==> config.mk <==
export PLATFORM = sky130hd
export DESIGN_NAME = async_serial_ctrl_status
export DESIGN_NICKNAME = d
export VERILOG_FILES = /design/src/serial_ctrl_pkg.sv /design/src/async_serial_ctrl_status.sv
export SDC_FILE = /design/constraint.sdc
export NUM_CORES = 1
export LEC_CHECK = 0
export BUFFER_PORTS_ARGS = -buffer_cell sky130_fd_sc_hd__buf_2
export CAP_MARGIN = 15
export CORE_MARGIN = 5
export CORE_UTILIZATION = 35
export CTS_CLUSTER_DIAMETER = 200
export DETAILED_ROUTE_END_ITERATION = 10
export GPL_ROUTABILITY_DRIVEN = 0
export SKIP_LAST_GASP = 1
export SYNTH_ARGS = -nofsm -noshare
export SYNTH_HDL_FRONTEND = slang
export SYNTH_SLANG_ARGS = --single-unit
==> constraint.sdc <==
create_clock -name mclk -period 5.2 [get_ports mclk]
set_input_delay 0.52 -clock mclk [delete_from_list [all_inputs] [get_ports mclk]]
set_output_delay 0.52 -clock mclk [all_outputs]
set_load 0.01 [all_outputs]
==> src/serial_ctrl_pkg.sv <==
package serial_ctrl_pkg;

  // ***************************************************************
  // Register map (byte offsets on APB)
  // ***************************************************************
  localparam logic [11:0] OFS_DATA = 12'h000; // serial_data_buffer
  localparam logic [11:0] OFS_CTL1 = 12'h004; // serial_control_one
  localparam logic [11:0] OFS_CTL2 = 12'h008; // serial_control_two
  localparam logic [11:0] OFS_FLAGS = 12'h00c; // serial_flags

  // ***************************************************************
  // Field positions
  // ***************************************************************
  localparam int C1_RX9 = 7; // rx_ninth_bit
  localparam int C1_TX9 = 6; // tx_ninth_bit
  localparam int C1_LEN9 = 4; // char_len9
  localparam int C1_WAKE = 3; // wake_addr_mode
  localparam int C2_TIE = 7; // tx_empty_irq_en
  localparam int C2_TX_DONE_IRQ_EN = 6; // tx_done_irq_en
  localparam int C2_RIE = 5; // rx_full_irq_en
  localparam int C2_LINE_QUIET_IRQ_EN = 4; // line_quiet_irq_en
  localparam int C2_TE = 3; // tx_enable
  localparam int C2_RE = 2; // rx_enable
  localparam int C2_RWU = 1; // rx_standby
  localparam int C2_SBK = 0; // send_break_ctl

  // ***************************************************************
  // Reset values and timing counts
  // ***************************************************************
  localparam logic [7:0] CTL2_RST = 8'h00; // All enables off
  localparam logic TX_BUFFER_EMPTY_FLAG_RST = 1'b1; // Buffer empty at reset
  localparam logic TC_RST = 1'b1; // Nothing shifting at reset
  localparam logic [3:0] OS_PER_BIT = 4'hf; // Last of 16 samples per bit
  localparam logic [3:0] SMP_A = 4'h6; // First noise-check sample
  localparam logic [3:0] SMP_B = 4'h7; // Second noise-check sample
  localparam logic [3:0] SMP_C = 4'h8; // Third sample, decision point
  localparam logic [3:0] LEN8 = 4'ha; // Frame bits, 8-bit characters
  localparam logic [3:0] LEN9 = 4'hb; // Frame bits, 9-bit characters

  // Status flags in register bit order (bit 0 reserved)
  typedef struct packed {
    logic tx_buffer_empty_flag; // tx_buffer_empty_flag
    logic tc; // tx_done_flag
    logic rx_buffer_full_flag; // rx_buffer_full_flag
    logic idle; // line quiet flag
    logic ovr; // overrun flag
    logic nf; // noise_flag
    logic fe; // frame_error_flag
    logic rsv; // Reads zero
  } flags_s;

endpackage

==> src/async_serial_ctrl_status.sv <==
// Decided for this implementation: register access over APB and the register offsets.
`timescale 1ns/1ps
// Overview of operation
// - Length bit picks 9 or 8 bits
// - Wake bit: address mark or idle line
// - Tx empty enable gates empty flag
// - Tx done enable gates done flag
// - Rx enable gates full or overrun
// - Quiet enable gates idle flag
// - Tx enable sends preamble of ones
// - Rx enable off keeps flags intact
// - Standby until selected wake condition
// - Break sends zero groups, then one
// - Empty flag: set on load, cleared
// - Done flag: set when all quiet
// - Full flag: set on char, cleared
// - Idle flag after ten/eleven ones
// - Overrun keeps old char, sets flag
// - Noise flag follows buffered character
// - Frame error on zero stop bit
// - Overrun suppresses frame error flag
// - Sixteen samples per bit, noise check
// - Ninth bit captured with data
module async_serial_ctrl_status #(
  parameter int OS_DIV = 16 // Clocks per sixteenth of a bit
) (
  input wire logic mclk, // 250 MHz clock
  input wire logic rst, // Sync reset, active high
  input wire logic psel, // APB select
  input wire logic penable, // APB enable
  input wire logic pwrite, // APB direction
  input wire logic [11:0] paddr, // APB byte address
  input wire logic [31:0] pwdata, // APB write data
  output logic [31:0] prdata, // APB read data
  output logic pready, // APB ready
  output logic pslverr, // APB error, unmapped
  input wire logic serial_in_pin, // Receive pin
  output logic serial_out_pin, // Transmit pin level
  output logic serial_out_oe_n, // Transmit pin drive, low drives
  output logic irq // Interrupt request
);
  import serial_ctrl_pkg::*;

  typedef enum logic [0:0] {RX_WAIT, RX_BITS} rx_state_e;

  // ***************************************************************
  // Registers
  // ***************************************************************
  logic [7:0] ctl2_r; // serial_control_two
  logic len9_r; // Character length select
  logic wake_r; // Wakeup method select
  logic rx9_r; // rx_ninth_bit
  logic tx9_r; // tx_ninth_bit
  logic [7:0] txbuf_r; // Transmit buffer
  logic [7:0] rxbuf_r; // Receive buffer
  flags_s flg_r; // Status flags, assembled for reads
  logic tx_buffer_empty_flag_r, tc_r; // Transmit flags, one writer each
  logic rx_buffer_full_flag_r, idle_r, ovr_r, nf_r, fe_r; // Receive flags
  logic pready_r; // Ready to pins
  logic [31:0] prdata_r; // Read data to pins
  logic pslverr_r; // Error to pins
  logic irq_r; // Request to pin
  logic arm_tx_buffer_empty_flag_r, arm_tc_r; // Status seen with tx flags set
  logic arm_rx_buffer_full_flag_r, arm_idle_r, arm_ovr_r, arm_rx_r; // Status seen
  logic [7:0] os_div_r; // Sixteenth-bit divider
  logic os_tick; // Sixteenth-bit strobe
  logic [3:0] tx_os_r; // Tx sixteenths within bit
  logic bit_tick; // Tx bit strobe
  logic [10:0] tx_sh_r; // Tx shift register, LSB out
  logic [3:0] tx_cnt_r; // Tx bits left in frame
  logic pre_pend_r; // Preamble still owed
  logic brk_tail_r; // One owed after break
  logic te_q_r; // Tx enable last cycle
  logic quiet_q_r; // Tx quiet last cycle
  logic sin_m_r, sin_r; // Input synchroniser
  rx_state_e rx_st_r; // Receiver state
  logic [3:0] rx_os_r; // Rx sixteenths within bit
  logic [3:0] rx_idx_r; // Rx bit index, 0 = start
  logic [1:0] smp_r; // Earlier noise-check samples
  logic [8:0] rx_sh_r; // Rx shift register
  logic nz_r; // Noise seen in frame
  logic [7:0] hi_cnt_r; // Sixteenths of line high
  logic quiet_arm_r; // Line went low since last idle

  // ***************************************************************
  // APB decode
  // ***************************************************************
  logic acc_end, wr_end, rd_end; // Completing transfer
  logic mapped; // Address hits a register
  logic [3:0] len; // Frame length in bits
  assign acc_end = psel & penable & pready_r;
  assign wr_end = acc_end & pwrite;
  assign rd_end = acc_end & ~pwrite;
  assign mapped = (paddr == OFS_DATA) | (paddr == OFS_CTL1) |
                  (paddr == OFS_CTL2) | (paddr == OFS_FLAGS);
  assign len = len9_r ? LEN9 : LEN8;

  // Ready one cycle into access so read data comes from a flop
  always_ff @(posedge mclk) begin
    if (rst) begin
      pready_r <= 1'b0;
      pslverr_r <= 1'b0;
      prdata_r <= 32'h0;
    end else begin
      pready_r <= psel & penable & ~pready_r;
      pslverr_r <= psel & penable & ~pready_r & ~mapped;
      if (psel & penable & ~pready_r & ~pwrite) begin
        unique case (paddr)
          OFS_DATA: prdata_r <= {24'h0, rxbuf_r};
          OFS_CTL1: prdata_r <= {24'h0, rx9_r, tx9_r, 1'b0, len9_r, wake_r, 3'h0};
          OFS_CTL2: prdata_r <= {24'h0, ctl2_r};
          OFS_FLAGS: prdata_r <= {24'h0, flg_r};
          default: prdata_r <= 32'h0; // Unmapped reads zero
        endcase
      end
    end
  end

  // Length, wake and tx ninth bit survive reset by design
  always_ff @(posedge mclk) begin
    if (wr_end && paddr == OFS_CTL1) begin
      len9_r <= pwdata[C1_LEN9];
      wake_r <= pwdata[C1_WAKE];
      tx9_r <= pwdata[C1_TX9];
    end
  end

  // Wake condition hardware-clears standby; a write wins over it
  logic char_done, msb_one, idle_evt, wake_hit; // Receiver events
  assign wake_hit = ctl2_r[C2_RWU] &
                    (wake_r ? (char_done & msb_one) : idle_evt);
  always_ff @(posedge mclk) begin
    if (rst) begin
      ctl2_r <= CTL2_RST;
    end else if (wr_end && paddr == OFS_CTL2) begin
      ctl2_r <= pwdata[7:0];
    end else if (wake_hit) begin
      ctl2_r[C2_RWU] <= 1'b0;
    end
  end

  // Transmit buffer takes every data write
  always_ff @(posedge mclk) begin
    if (rst) begin
      txbuf_r <= 8'h0;
    end else if (wr_end && paddr == OFS_DATA) begin
      txbuf_r <= pwdata[7:0];
    end
  end

  // Status read arms clearing of the flags then set
  logic st_rd, dat_rd, dat_wr; // Register accesses
  assign st_rd = rd_end & (paddr == OFS_FLAGS);
  assign dat_rd = rd_end & (paddr == OFS_DATA);
  assign dat_wr = wr_end & (paddr == OFS_DATA);
  always_ff @(posedge mclk) begin
    if (rst | dat_rd | dat_wr) begin
      arm_tx_buffer_empty_flag_r <= 1'b0;
      arm_tc_r <= 1'b0;
      arm_rx_buffer_full_flag_r <= (rst | dat_rd) ? 1'b0 : arm_rx_buffer_full_flag_r;
      arm_idle_r <= (rst | dat_rd) ? 1'b0 : arm_idle_r;
      arm_ovr_r <= (rst | dat_rd) ? 1'b0 : arm_ovr_r;
      arm_rx_r <= (rst | dat_rd) ? 1'b0 : arm_rx_r;
    end else if (st_rd) begin
      arm_tx_buffer_empty_flag_r <= flg_r.tx_buffer_empty_flag;
      arm_tc_r <= flg_r.tc;
      arm_rx_buffer_full_flag_r <= flg_r.rx_buffer_full_flag;
      arm_idle_r <= flg_r.idle;
      arm_ovr_r <= flg_r.ovr;
      arm_rx_r <= 1'b1; // Noise and frame flags need no set state
    end
  end

  // ***************************************************************
  // Bit-rate timing
  // ***************************************************************
  // Shared sixteenth-bit strobe, like the common baud generator
  always_ff @(posedge mclk) begin
    if (rst || os_div_r == 8'(OS_DIV - 1)) begin
      os_div_r <= 8'h0;
    end else begin
      os_div_r <= os_div_r + 8'h1;
    end
  end
  assign os_tick = (os_div_r == 8'(OS_DIV - 1));
  assign bit_tick = os_tick & (tx_os_r == OS_PER_BIT);

  // Tx bit clock free-runs at sixteen sixteenths
  always_ff @(posedge mclk) begin
    if (rst) begin
      tx_os_r <= 4'h0;
    end else if (os_tick) begin
      tx_os_r <= tx_os_r + 4'h1;
    end
  end

  // ***************************************************************
  // Transmitter
  // ***************************************************************
  logic tx_next; // Frame boundary reached
  logic tx_load; // Buffer moves to shift register
  logic tx_quiet; // Nothing shifting or owed
  assign tx_next = bit_tick & (tx_cnt_r <= 4'h1);
  assign tx_load = tx_next & ctl2_r[C2_TE] & ~pre_pend_r & ~ctl2_r[C2_SBK] &
                   ~brk_tail_r & ~flg_r.tx_buffer_empty_flag;
  assign tx_quiet = (tx_cnt_r == 4'h0) & ~pre_pend_r & ~brk_tail_r &
                    ~ctl2_r[C2_SBK];

  // Rising enable owes a preamble; a dropped enable forgets it
  always_ff @(posedge mclk) begin
    if (rst) begin
      te_q_r <= 1'b0;
      pre_pend_r <= 1'b0;
    end else begin
      te_q_r <= ctl2_r[C2_TE];
      if (ctl2_r[C2_TE] & ~te_q_r) begin
        pre_pend_r <= 1'b1;
      end else if (tx_next | ~ctl2_r[C2_TE]) begin
        pre_pend_r <= 1'b0;
      end
    end
  end

  // Frame loader: preamble, break, closing one, then data
  always_ff @(posedge mclk) begin
    if (rst) begin
      tx_sh_r <= 11'h7ff;
      tx_cnt_r <= 4'h0;
      brk_tail_r <= 1'b0;
    end else if (tx_next && pre_pend_r) begin
      tx_sh_r <= 11'h7ff;
      tx_cnt_r <= len;
    end else if (tx_next && ctl2_r[C2_SBK]) begin
      tx_sh_r <= 11'h000;
      tx_cnt_r <= len;
      brk_tail_r <= 1'b1;
    end else if (tx_next && brk_tail_r) begin
      tx_sh_r <= 11'h7ff;
      tx_cnt_r <= 4'h1;
      brk_tail_r <= 1'b0;
    end else if (tx_load) begin
      tx_sh_r <= len9_r ? {1'b1, tx9_r, txbuf_r, 1'b0} : {2'b11, txbuf_r, 1'b0};
      tx_cnt_r <= len;
    end else if (tx_next) begin
      tx_cnt_r <= 4'h0; // Idle high between frames
    end else if (bit_tick) begin
      tx_sh_r <= {1'b1, tx_sh_r[10:1]};
      tx_cnt_r <= tx_cnt_r - 4'h1;
    end
  end

  // Pin idles high; released once disabled and quiet
  always_ff @(posedge mclk) begin
    if (rst) begin
      serial_out_pin <= 1'b1;
      serial_out_oe_n <= 1'b1;
    end else begin
      serial_out_pin <= (tx_cnt_r != 4'h0) ? tx_sh_r[0] : 1'b1;
      serial_out_oe_n <= ~(ctl2_r[C2_TE] | (tx_cnt_r != 4'h0));
    end
  end

  // Transmit flags; a set in the clearing cycle wins
  always_ff @(posedge mclk) begin
    if (rst) begin
      tx_buffer_empty_flag_r <= TX_BUFFER_EMPTY_FLAG_RST;
      tc_r <= TC_RST;
      quiet_q_r <= 1'b1;
    end else begin
      quiet_q_r <= tx_quiet & flg_r.tx_buffer_empty_flag;
      if (tx_load) begin
        tx_buffer_empty_flag_r <= 1'b1;
      end else if (dat_wr & arm_tx_buffer_empty_flag_r) begin
        tx_buffer_empty_flag_r <= 1'b0;
      end
      if (tx_quiet & flg_r.tx_buffer_empty_flag & ~quiet_q_r) begin
        tc_r <= 1'b1;
      end else if (dat_wr & arm_tc_r) begin
        tc_r <= 1'b0;
      end
    end
  end

  // ***************************************************************
  // Receiver
  // ***************************************************************
  // Pin crosses two flops before anything looks at it
  always_ff @(posedge mclk) begin
    if (rst) begin
      sin_m_r <= 1'b1;
      sin_r <= 1'b1;
    end else begin
      sin_m_r <= serial_in_pin;
      sin_r <= sin_m_r;
    end
  end

  logic smp_now, bit_val, bit_nz; // Decision sample and vote
  logic [3:0] stop_idx; // Index of stop bit
  assign smp_now = os_tick & (rx_os_r == SMP_C);
  assign bit_val = (smp_r[0] & smp_r[1]) | (smp_r[0] & sin_r) | (smp_r[1] & sin_r);
  assign bit_nz = ~((smp_r[0] == smp_r[1]) & (smp_r[1] == sin_r));
  assign stop_idx = len - 4'h1;
  assign char_done = (rx_st_r == RX_BITS) & smp_now & (rx_idx_r == stop_idx);
  assign msb_one = rx_sh_r[8];

  // Sixteen sixteenths per bit, majority of three at mid-bit
  always_ff @(posedge mclk) begin
    if (rst || !ctl2_r[C2_RE]) begin
      rx_st_r <= RX_WAIT;
      rx_os_r <= 4'h0;
      rx_idx_r <= 4'h0;
      nz_r <= 1'b0;
    end else if (os_tick) begin
      unique case (rx_st_r)
        RX_WAIT: begin
          rx_os_r <= 4'h0;
          rx_idx_r <= 4'h0;
          nz_r <= 1'b0;
          if (!sin_r) begin
            rx_st_r <= RX_BITS; // Low line level seen
          end
        end
        RX_BITS: begin
          rx_os_r <= rx_os_r + 4'h1;
          if (rx_os_r == OS_PER_BIT) begin
            rx_idx_r <= rx_idx_r + 4'h1;
          end
          if (rx_os_r == SMP_C) begin
            nz_r <= nz_r | bit_nz;
            if ((rx_idx_r == 4'h0 && bit_val) || rx_idx_r == stop_idx) begin
              rx_st_r <= RX_WAIT; // False start or frame end
            end
          end
        end
      endcase
    end
  end

  // Noise-check samples and data shifting
  always_ff @(posedge mclk) begin
    if (rst) begin
      smp_r <= 2'b11;
      rx_sh_r <= 9'h0;
    end else begin
      if (os_tick && rx_os_r == SMP_A) begin
        smp_r[0] <= sin_r;
      end
      if (os_tick && rx_os_r == SMP_B) begin
        smp_r[1] <= sin_r;
      end
      if (rx_st_r == RX_BITS && smp_now && rx_idx_r != 4'h0 && rx_idx_r != stop_idx) begin
        rx_sh_r <= {bit_val, rx_sh_r[8:1]};
      end
    end
  end

  // Line-high count; idle once per quiet spell after activity
  logic [7:0] idle_len; // Sixteenths in a full idle character
  assign idle_len = {len, 4'h0};
  assign idle_evt = ctl2_r[C2_RE] & os_tick & quiet_arm_r & (hi_cnt_r == idle_len - 8'h1);
  always_ff @(posedge mclk) begin
    if (rst || !sin_r || !ctl2_r[C2_RE]) begin
      hi_cnt_r <= 8'h0;
      quiet_arm_r <= ~rst & ~sin_r;
    end else if (os_tick) begin
      hi_cnt_r <= hi_cnt_r + 8'h1;
      if (idle_evt) begin
        quiet_arm_r <= 1'b0;
      end
    end
  end

  // Character lands unless overrun; standby drops non-waking ones
  logic take_char; // Character enters the buffer
  assign take_char = char_done & ~flg_r.rx_buffer_full_flag & (~ctl2_r[C2_RWU] | wake_hit);
  always_ff @(posedge mclk) begin
    if (take_char) begin
      rxbuf_r <= len9_r ? rx_sh_r[7:0] : rx_sh_r[8:1];
      rx9_r <= len9_r ? rx_sh_r[8] : rx9_r;
    end
  end

  // Receive flags; set beats the clearing data read
  always_ff @(posedge mclk) begin
    if (rst) begin
      rx_buffer_full_flag_r <= 1'b0;
      idle_r <= 1'b0;
      ovr_r <= 1'b0;
      nf_r <= 1'b0;
      fe_r <= 1'b0;
    end else begin
      if (take_char) begin
        rx_buffer_full_flag_r <= 1'b1;
        nf_r <= nz_r | bit_nz;
        fe_r <= ~bit_val;
      end else if (dat_rd) begin
        rx_buffer_full_flag_r <= flg_r.rx_buffer_full_flag & ~arm_rx_buffer_full_flag_r;
        nf_r <= flg_r.nf & ~arm_rx_r;
        fe_r <= flg_r.fe & ~arm_rx_r;
      end
      if (char_done & flg_r.rx_buffer_full_flag) begin
        ovr_r <= 1'b1;
      end else if (dat_rd & arm_ovr_r) begin
        ovr_r <= 1'b0;
      end
      if (idle_evt) begin
        idle_r <= 1'b1;
      end else if (dat_rd & arm_idle_r) begin
        idle_r <= 1'b0;
      end
    end
  end
  // Register bit order, bit 0 reads zero
  assign flg_r = {tx_buffer_empty_flag_r, tc_r, rx_buffer_full_flag_r, idle_r, ovr_r, nf_r, fe_r, 1'b0};

  // ***************************************************************
  // Interrupt request
  // ***************************************************************
  // Receiver sources mute while disabled or in standby
  always_ff @(posedge mclk) begin
    if (rst) begin
      irq_r <= 1'b0;
    end else begin
      irq_r <= (ctl2_r[C2_TIE] & flg_r.tx_buffer_empty_flag) |
               (ctl2_r[C2_TX_DONE_IRQ_EN] & flg_r.tc) |
               (ctl2_r[C2_RE] & ~ctl2_r[C2_RWU] &
                ((ctl2_r[C2_RIE] & (flg_r.rx_buffer_full_flag | flg_r.ovr)) |
                 (ctl2_r[C2_LINE_QUIET_IRQ_EN] & flg_r.idle)));
    end
  end

  assign prdata = prdata_r;
  assign pready = pready_r;
  assign pslverr = pslverr_r;
  assign irq = irq_r;

  // ***************************************************************
  // Assertions
  // ***************************************************************
  tx_empty_irq_a: assert property (@(posedge mclk) disable iff (rst)
    ctl2_r[C2_TIE] && flg_r.tx_buffer_empty_flag |=> irq) else $error("empty flag did not raise irq");
  tx_done_irq_a: assert property (@(posedge mclk) disable iff (rst)
    ctl2_r[C2_TX_DONE_IRQ_EN] && flg_r.tc |=> irq) else $error("done flag did not raise irq");
  rx_ovr_irq_a: assert property (@(posedge mclk) disable iff (rst)
    ctl2_r[C2_RE] && !ctl2_r[C2_RWU] && ctl2_r[C2_RIE] && flg_r.ovr |=> irq)
    else $error("overrun did not raise irq");
  rx_off_mute_a: assert property (@(posedge mclk) disable iff (rst)
    !ctl2_r[C2_RE] && !ctl2_r[C2_TIE] && !ctl2_r[C2_TX_DONE_IRQ_EN] |=> !irq)
    else $error("irq while receiver disabled");
  ovr_keeps_char_a: assert property (@(posedge mclk) disable iff (rst)
    char_done && flg_r.rx_buffer_full_flag |=> $stable(rxbuf_r) && flg_r.ovr)
    else $error("overrun changed buffered character");
  fe_under_ovr_a: assert property (@(posedge mclk) disable iff (rst)
    char_done && flg_r.rx_buffer_full_flag |=> flg_r.fe == $past(flg_r.fe))
    else $error("frame error set with overrun");
  tx_buffer_empty_flag_on_load_a: assert property (@(posedge mclk) disable iff (rst)
    tx_load |=> flg_r.tx_buffer_empty_flag && tx_cnt_r == len && tx_sh_r[0] == 1'b0)
    else $error("load did not set empty flag");
  break_zeros_a: assert property (@(posedge mclk) disable iff (rst)
    tx_next && !pre_pend_r && ctl2_r[C2_SBK] |=> tx_sh_r == 11'h000 ##1 !serial_out_pin)
    else $error("break group not all zero");
  preamble_a: assert property (@(posedge mclk) disable iff (rst)
    tx_next && pre_pend_r |=> tx_cnt_r == len && tx_sh_r == 11'h7ff)
    else $error("preamble not all ones");

endmodule // async_serial_ctrl_status

Word-level counts from Yosys, hierarchy flattened --
Index checks and enable logic that the tools add are counted.
Word-level totals: word-level logic and storage cells 261, bits in registers 141, memory bits (read-only) 0, output and inout port bits 37, memories 0, bits of input ports 50, bits in latches 0, memory bits (writable) 0
Operators by class: $mul 0, $lt $le $gt $ge 1, shift operators 0, mux-type cells 53, add/subtract/negate cells 8, divide/modulo/power cells 0, bitwise logic cells 89, eq/ne operators 18, reduce and logical (&&, ||, !) cells 46
Operator list (number):
- 11-bit two-way mux | 5
- 1-bit bitwise AND | 52
- 1-bit two-way mux | 34
- 8-bit one-hot mux with 4 select lines | 1
- 4-bit two-way mux | 7
- 12-bit by 4-bit equality test with 1-bit output, second input constant | 2
- 1-bit NOT | 22
- 2-bit nonzero test | 9
- 8-bit by 1-bit adder with 8-bit output, second input constant | 2
- 4-bit one-hot mux with 2 select lines | 2
- 1-bit OR | 15
- 2-bit AND reduction | 7
- 4-bit by 1-bit adder with 4-bit output, second input constant | 3
- 12-bit by 3-bit equality test with 1-bit output, second input constant | 1
- 4-bit equality test, second input constant | 3
- 1-bit logical AND | 12
- 12-bit logical NOT | 1
- 4-bit nonzero test | 3
- 10-bit two-way mux | 1
- 4-bit by 3-bit equality test with 1-bit output, second input constant | 2
- 8-bit by 4-bit equality test with 1-bit output, second input constant | 1
- 8-bit equality test | 1
- 4-bit logical NOT | 2
- 8-bit two-way mux | 1
- 14 further kinds | 26

Longest topological paths before layout --
depth after elaboration 12, gate-level depth with buffers 9, depth with buffers taken out 7

Worst setup path after synthesis --
OpenSTA, ideal clock, no wires.
path type reg2reg, from register len9_r, to register rx9_r (enable), path slack 2745 ps, period minus slack after synthesis 2455 ps, path buffers 0, data arrival time 2161 ps, required time 4907 ps, cell stages (with the launch flop) 6, cells stage by stage edfxtp_1 > or3b_1 > a211o_1 > o31a_1 > a2111oi_4 > and2_1
Between the ends: word-level cells in the longest chain between the ends 10
RTL lines:
- start: declaration | RTL line async_serial_ctrl_status.sv:50 | logic len9_r;
- start signal: assignment | RTL line async_serial_ctrl_status.sv:122 | len9_r <= pwdata[C1_LEN9];
- 1-bit two-way mux (*) | RTL line async_serial_ctrl_status.sv:96 | assign len = len9_r ? LEN9 : LEN8;
- parallel branches: the longest is 7 deep, another holds 8-bit by 1-bit subtractor with 8-bit output
- 1-bit bitwise AND (*) | RTL line async_serial_ctrl_status.sv:376 | assign take_char = char_done & ~flg_r.rx_buffer_full_flag & (~ctl2_r[C2_RWU] | wake_hit);
- via take_char | RTL line async_serial_ctrl_status.sv:375 | logic take_char;
- 2-bit AND reduction (no line) (*)
- end signal: assignment | RTL line async_serial_ctrl_status.sv:380 | rx9_r <= len9_r ? rx_sh_r[8] : rx9_r;
- end: declaration | RTL line async_serial_ctrl_status.sv:52 | logic rx9_r;
Mark *: on every way through the listed nets, which the timed path passes. A chain may end at the register's enable or synchronous reset.

Final worst setup path --
Ends and elaborated chain as after synthesis.

==> impl_metrics.csv <==
group,metric,value,unit
cts,ctsHoldBuffers,0,
synthesis,avgSynthCellArea,9.42,sq um
cells_and_area,final_common_cell,"dfxtp_1",
cts,path_clk_slew,0.05,ns
min_path,min_path_type,"primary input to register",
timing,rsz0062_at_grt,"false",
global_route,first_global_vias,4079,
cts,clock_sinks,117,
synthesis,synthTopCellsByArea,"dfxtp_1 37%, edfxtp_1 9.3%, mux2i_1 6.0%, nor2_1 4.5%, nand2_1 3.8%",
cts,cts_tree,"done",
critical_path,endpoint_kind,"register",
placement,place_ws,2.18,ns
cells_and_area,final_cells,837,
routing,drt-pass1-iter-count,4,
critical_path,worstPathArrival,3.15,ns
global_route,grt_use_total,14.1,%
cts,cts-resized-gates,0,
timing,hold_viol,0,
critical_path,slowest_stage,"a2111oi_4",
timing,finClkSkew,0.00571,ns
cells_and_area,layout-drive-gt1-share,15.8,%
die,initial_core_util,35.9,%
power_and_ir_drop,power_leakage,0.00235,uW
routing,drcViolationCount,0,
die,die_w,135,um
critical_path,max_stage_delay,0.78,ns
routing,wirelength,12200,um
routing,wl_per_cell,14.6,um
timing,fin_crit_sh,58.1,%
synthesis,synth_area,5470,sq um
die,dieArea,18200,sq um
synthesis,synth.largest_area_cell,"dfxtp_1",
synthesis,ys_seq_elements,117,
global_route,antenna_found_initial,0,
cells_and_area,fillerInstances,1475,
power_and_ir_drop,p_per_area,333,nW/um^2
critical_path,r2r-start,"len9_r$_DFFE_PP_",
die,io_pins,87,
flow_run,timing.max_cap.violations,0,
timing,drv_slew,0,
cts,clock-root-buffer,"clkbuf_16",
min_path,hp-start,"serial_in_pin",
synthesis,async_flop_share,0,%
cells_and_area,area_growth,15.5,%
routing,drtIter0Drc,315,
critical_path,start_kind,"register",
cts,cts_buffer_depth,2,
synthesis,yosysSeqAreaShare,45.9,%
cts,postCtsSetupBuffers,0,
critical_path,crit_family,"compound AO/OA/AOI/OAI gates",
outcome,status,"finished clean",
critical_path,crit_start,"len9_r$_DFFE_PP_",
critical_path,critPathBufInv,0,
placement,port-buffer-count,38,
synthesis,synthCells,581,
timing,fmax,0.331,GHz
routing,num_vias,4178,
timing,finalWorstSetupSlack,2.18,ns
synthesis,synth_edf_count,17,
routing,detail-route-antenna-nets,0,
routing,viasPerCell,4.99,
synthesis,synth_cell_types,59,
timing,setup_viol,0,
timing,slew_headroom,26.7,%
cts,cts_buffers,17,
placement,dp_hpwl,8670,um
timing,min_period,3.02,ns
global_route,grt_overflow,0,
die,fp.dieH,135,um
placement,dp.cells,805,
global_route,grt_max_degree,56,
timing,setup-tns-final,0,ns
die,core,15300,sq um
critical_path,crit_required,5.33,ns
synthesis,synth_flop_cell,"dfxtp_1",
timing,tightest_slew,1.09,ns
global_route,grt_pass1_wl,20500,um
synthesis,synth_top_area_share,36.6,%
critical_path,critPathKind,"register to register",
die,rows,45,
cells_and_area,diodes,0,
synthesis,yosys_warnings,0,
power_and_ir_drop,irDropWorstVdd,253,uV
power_and_ir_drop,p_total,2100,uW
cts,clk_latency,0.41,ns
cells_and_area,final_util,41.4,%
cells_and_area,layout_common_cells,"100 x dfxtp_1, 66 x nor2_1, 56 x nand2_1",
cells_and_area,layout.nets,675,
critical_path,path_cells,"or3b_1 > a211o_1 > o31a_1 > a2111oi_4 > and2_1",
cts,cts-htree-levels,4,
critical_path,crit_fanout,16,
==> path summary, 6_finish.rpt <==
| check | to | slack (ns) | cells past startpoint |
|---|---|---|---|
| worst max-delay path | rx9_r$_DFFE_PP_ | 2.18 | 5 |
| worst min-delay path | sin_m_r$_SDFF_PP1_ | 0.30 | 2 |
| worst max register to register | rx9_r$_DFFE_PP_ | 2.18 | 5 |
| worst min register to register | sin_r$_SDFF_PP1_ | 0.40 | 1 |
==> flip-flops by register name (all words and copies together) (netlist names), 8 cells and up <==
register	flops
txbuf_r	8
os_div_r	8
rxbuf_r	8
rx_sh_r	9
ctl2_r	8
tx_sh_r	11
prdata	8
hi_cnt_r	8
==> cells by family (layout without fill, tap and decap cells) <==
family	count (synthesis)	after routing	synth area share (%)
compound gates	87	87	10.6
xor+xnor	15	15	2.40
fa+ha+maj	12	12	2.74
buf+inv	62	84	6.13
flops	117	117	45.9
mux	47	47	9.74
other cells	1	24	0.0685
simple gates	240	240	22.4
==> per-stage QoR <==
stage / area (sq um) / hold WS, ns
floorplan: 5560 / 0.389
global placement: 5750 / 0.393
detailed placement: 5750 / 0.393
CTS: 6320 / 0.290
global route: 6320 / 0.307
finish: 6320 / 0.302
==> cells in the mapped netlist (3+ instances only) <==
cell type / n
dfxtp_1: 100
nor2_1: 66
nand2_1: 56
mux2i_1: 33
a21oi_1: 30
nand3_1: 27
buf_4: 25
nor3_1: 20
clkbuf_1: 18
edfxtp_1: 17
ha_1: 12
inv_1: 10
mux2_2: 10
o211ai_1: 10
o21ai_0: 10
o22ai_1: 10
xnor2_1: 8
and2_1: 7
buf_2: 7
nand2b_1: 7
xor2_1: 7
and3_1: 6
or3_1: 6
a211o_1: 5
nand4_1: 5
nor2b_1: 5
nor3b_1: 5
and3b_1: 4
mux4_2: 4
nand4b_1: 4
or2_2: 4
a21o_1: 3
a22oi_1: 3
nand3b_1: 3
nor4b_1: 3
or4_1: 3
==> power breakdown <==
part | leakage (uW) | switching (uW) | internal [uW] | total [uW]
Clock | 0.000281 | 395 | 727 | 1120
Combinational | 0.00110 | 36.5 | 18.1 | 54.6
Sequential | 0.000970 | 3.32 | 922 | 925
Total | 0.00235 | 435 | 1670 | 2100
==> worst reg2reg max path: stages (launching register included) <==
cell,delay (ns)
edfxtp_1,0.66
or3b_1,0.48
a211o_1,0.28
o31a_1,0.31
a2111oi_4,0.78
and2_1,0.23
==> metal layers <==
layer,GRT usage (%),part of all wire (%),vias to the layer above
li1,-,-,2078
met1,18.6,48,1965
met2,21.8,45,116
met3,3.76,5.8,19
met4,5.82,2.1,0
met5,0,0,-
==> layout make-up <==
| type | count | area, sq um | area share [%] |
|---|---|---|---|
| clock buffer | 23 | 468 | 7.40 |
| inverter | 10 | 37.5 | 0.594 |
| clock inverter | 9 | 103 | 1.62 |
| multi-input combinational | 425 | 2720 | 43.0 |
| timing repair buffer | 42 | 220 | 3.48 |
| tap | 211 | 264 | 4.18 |
| sequential | 117 | 2510 | 39.8 |
Note: power is estimated with default switching activity, not from simulation.
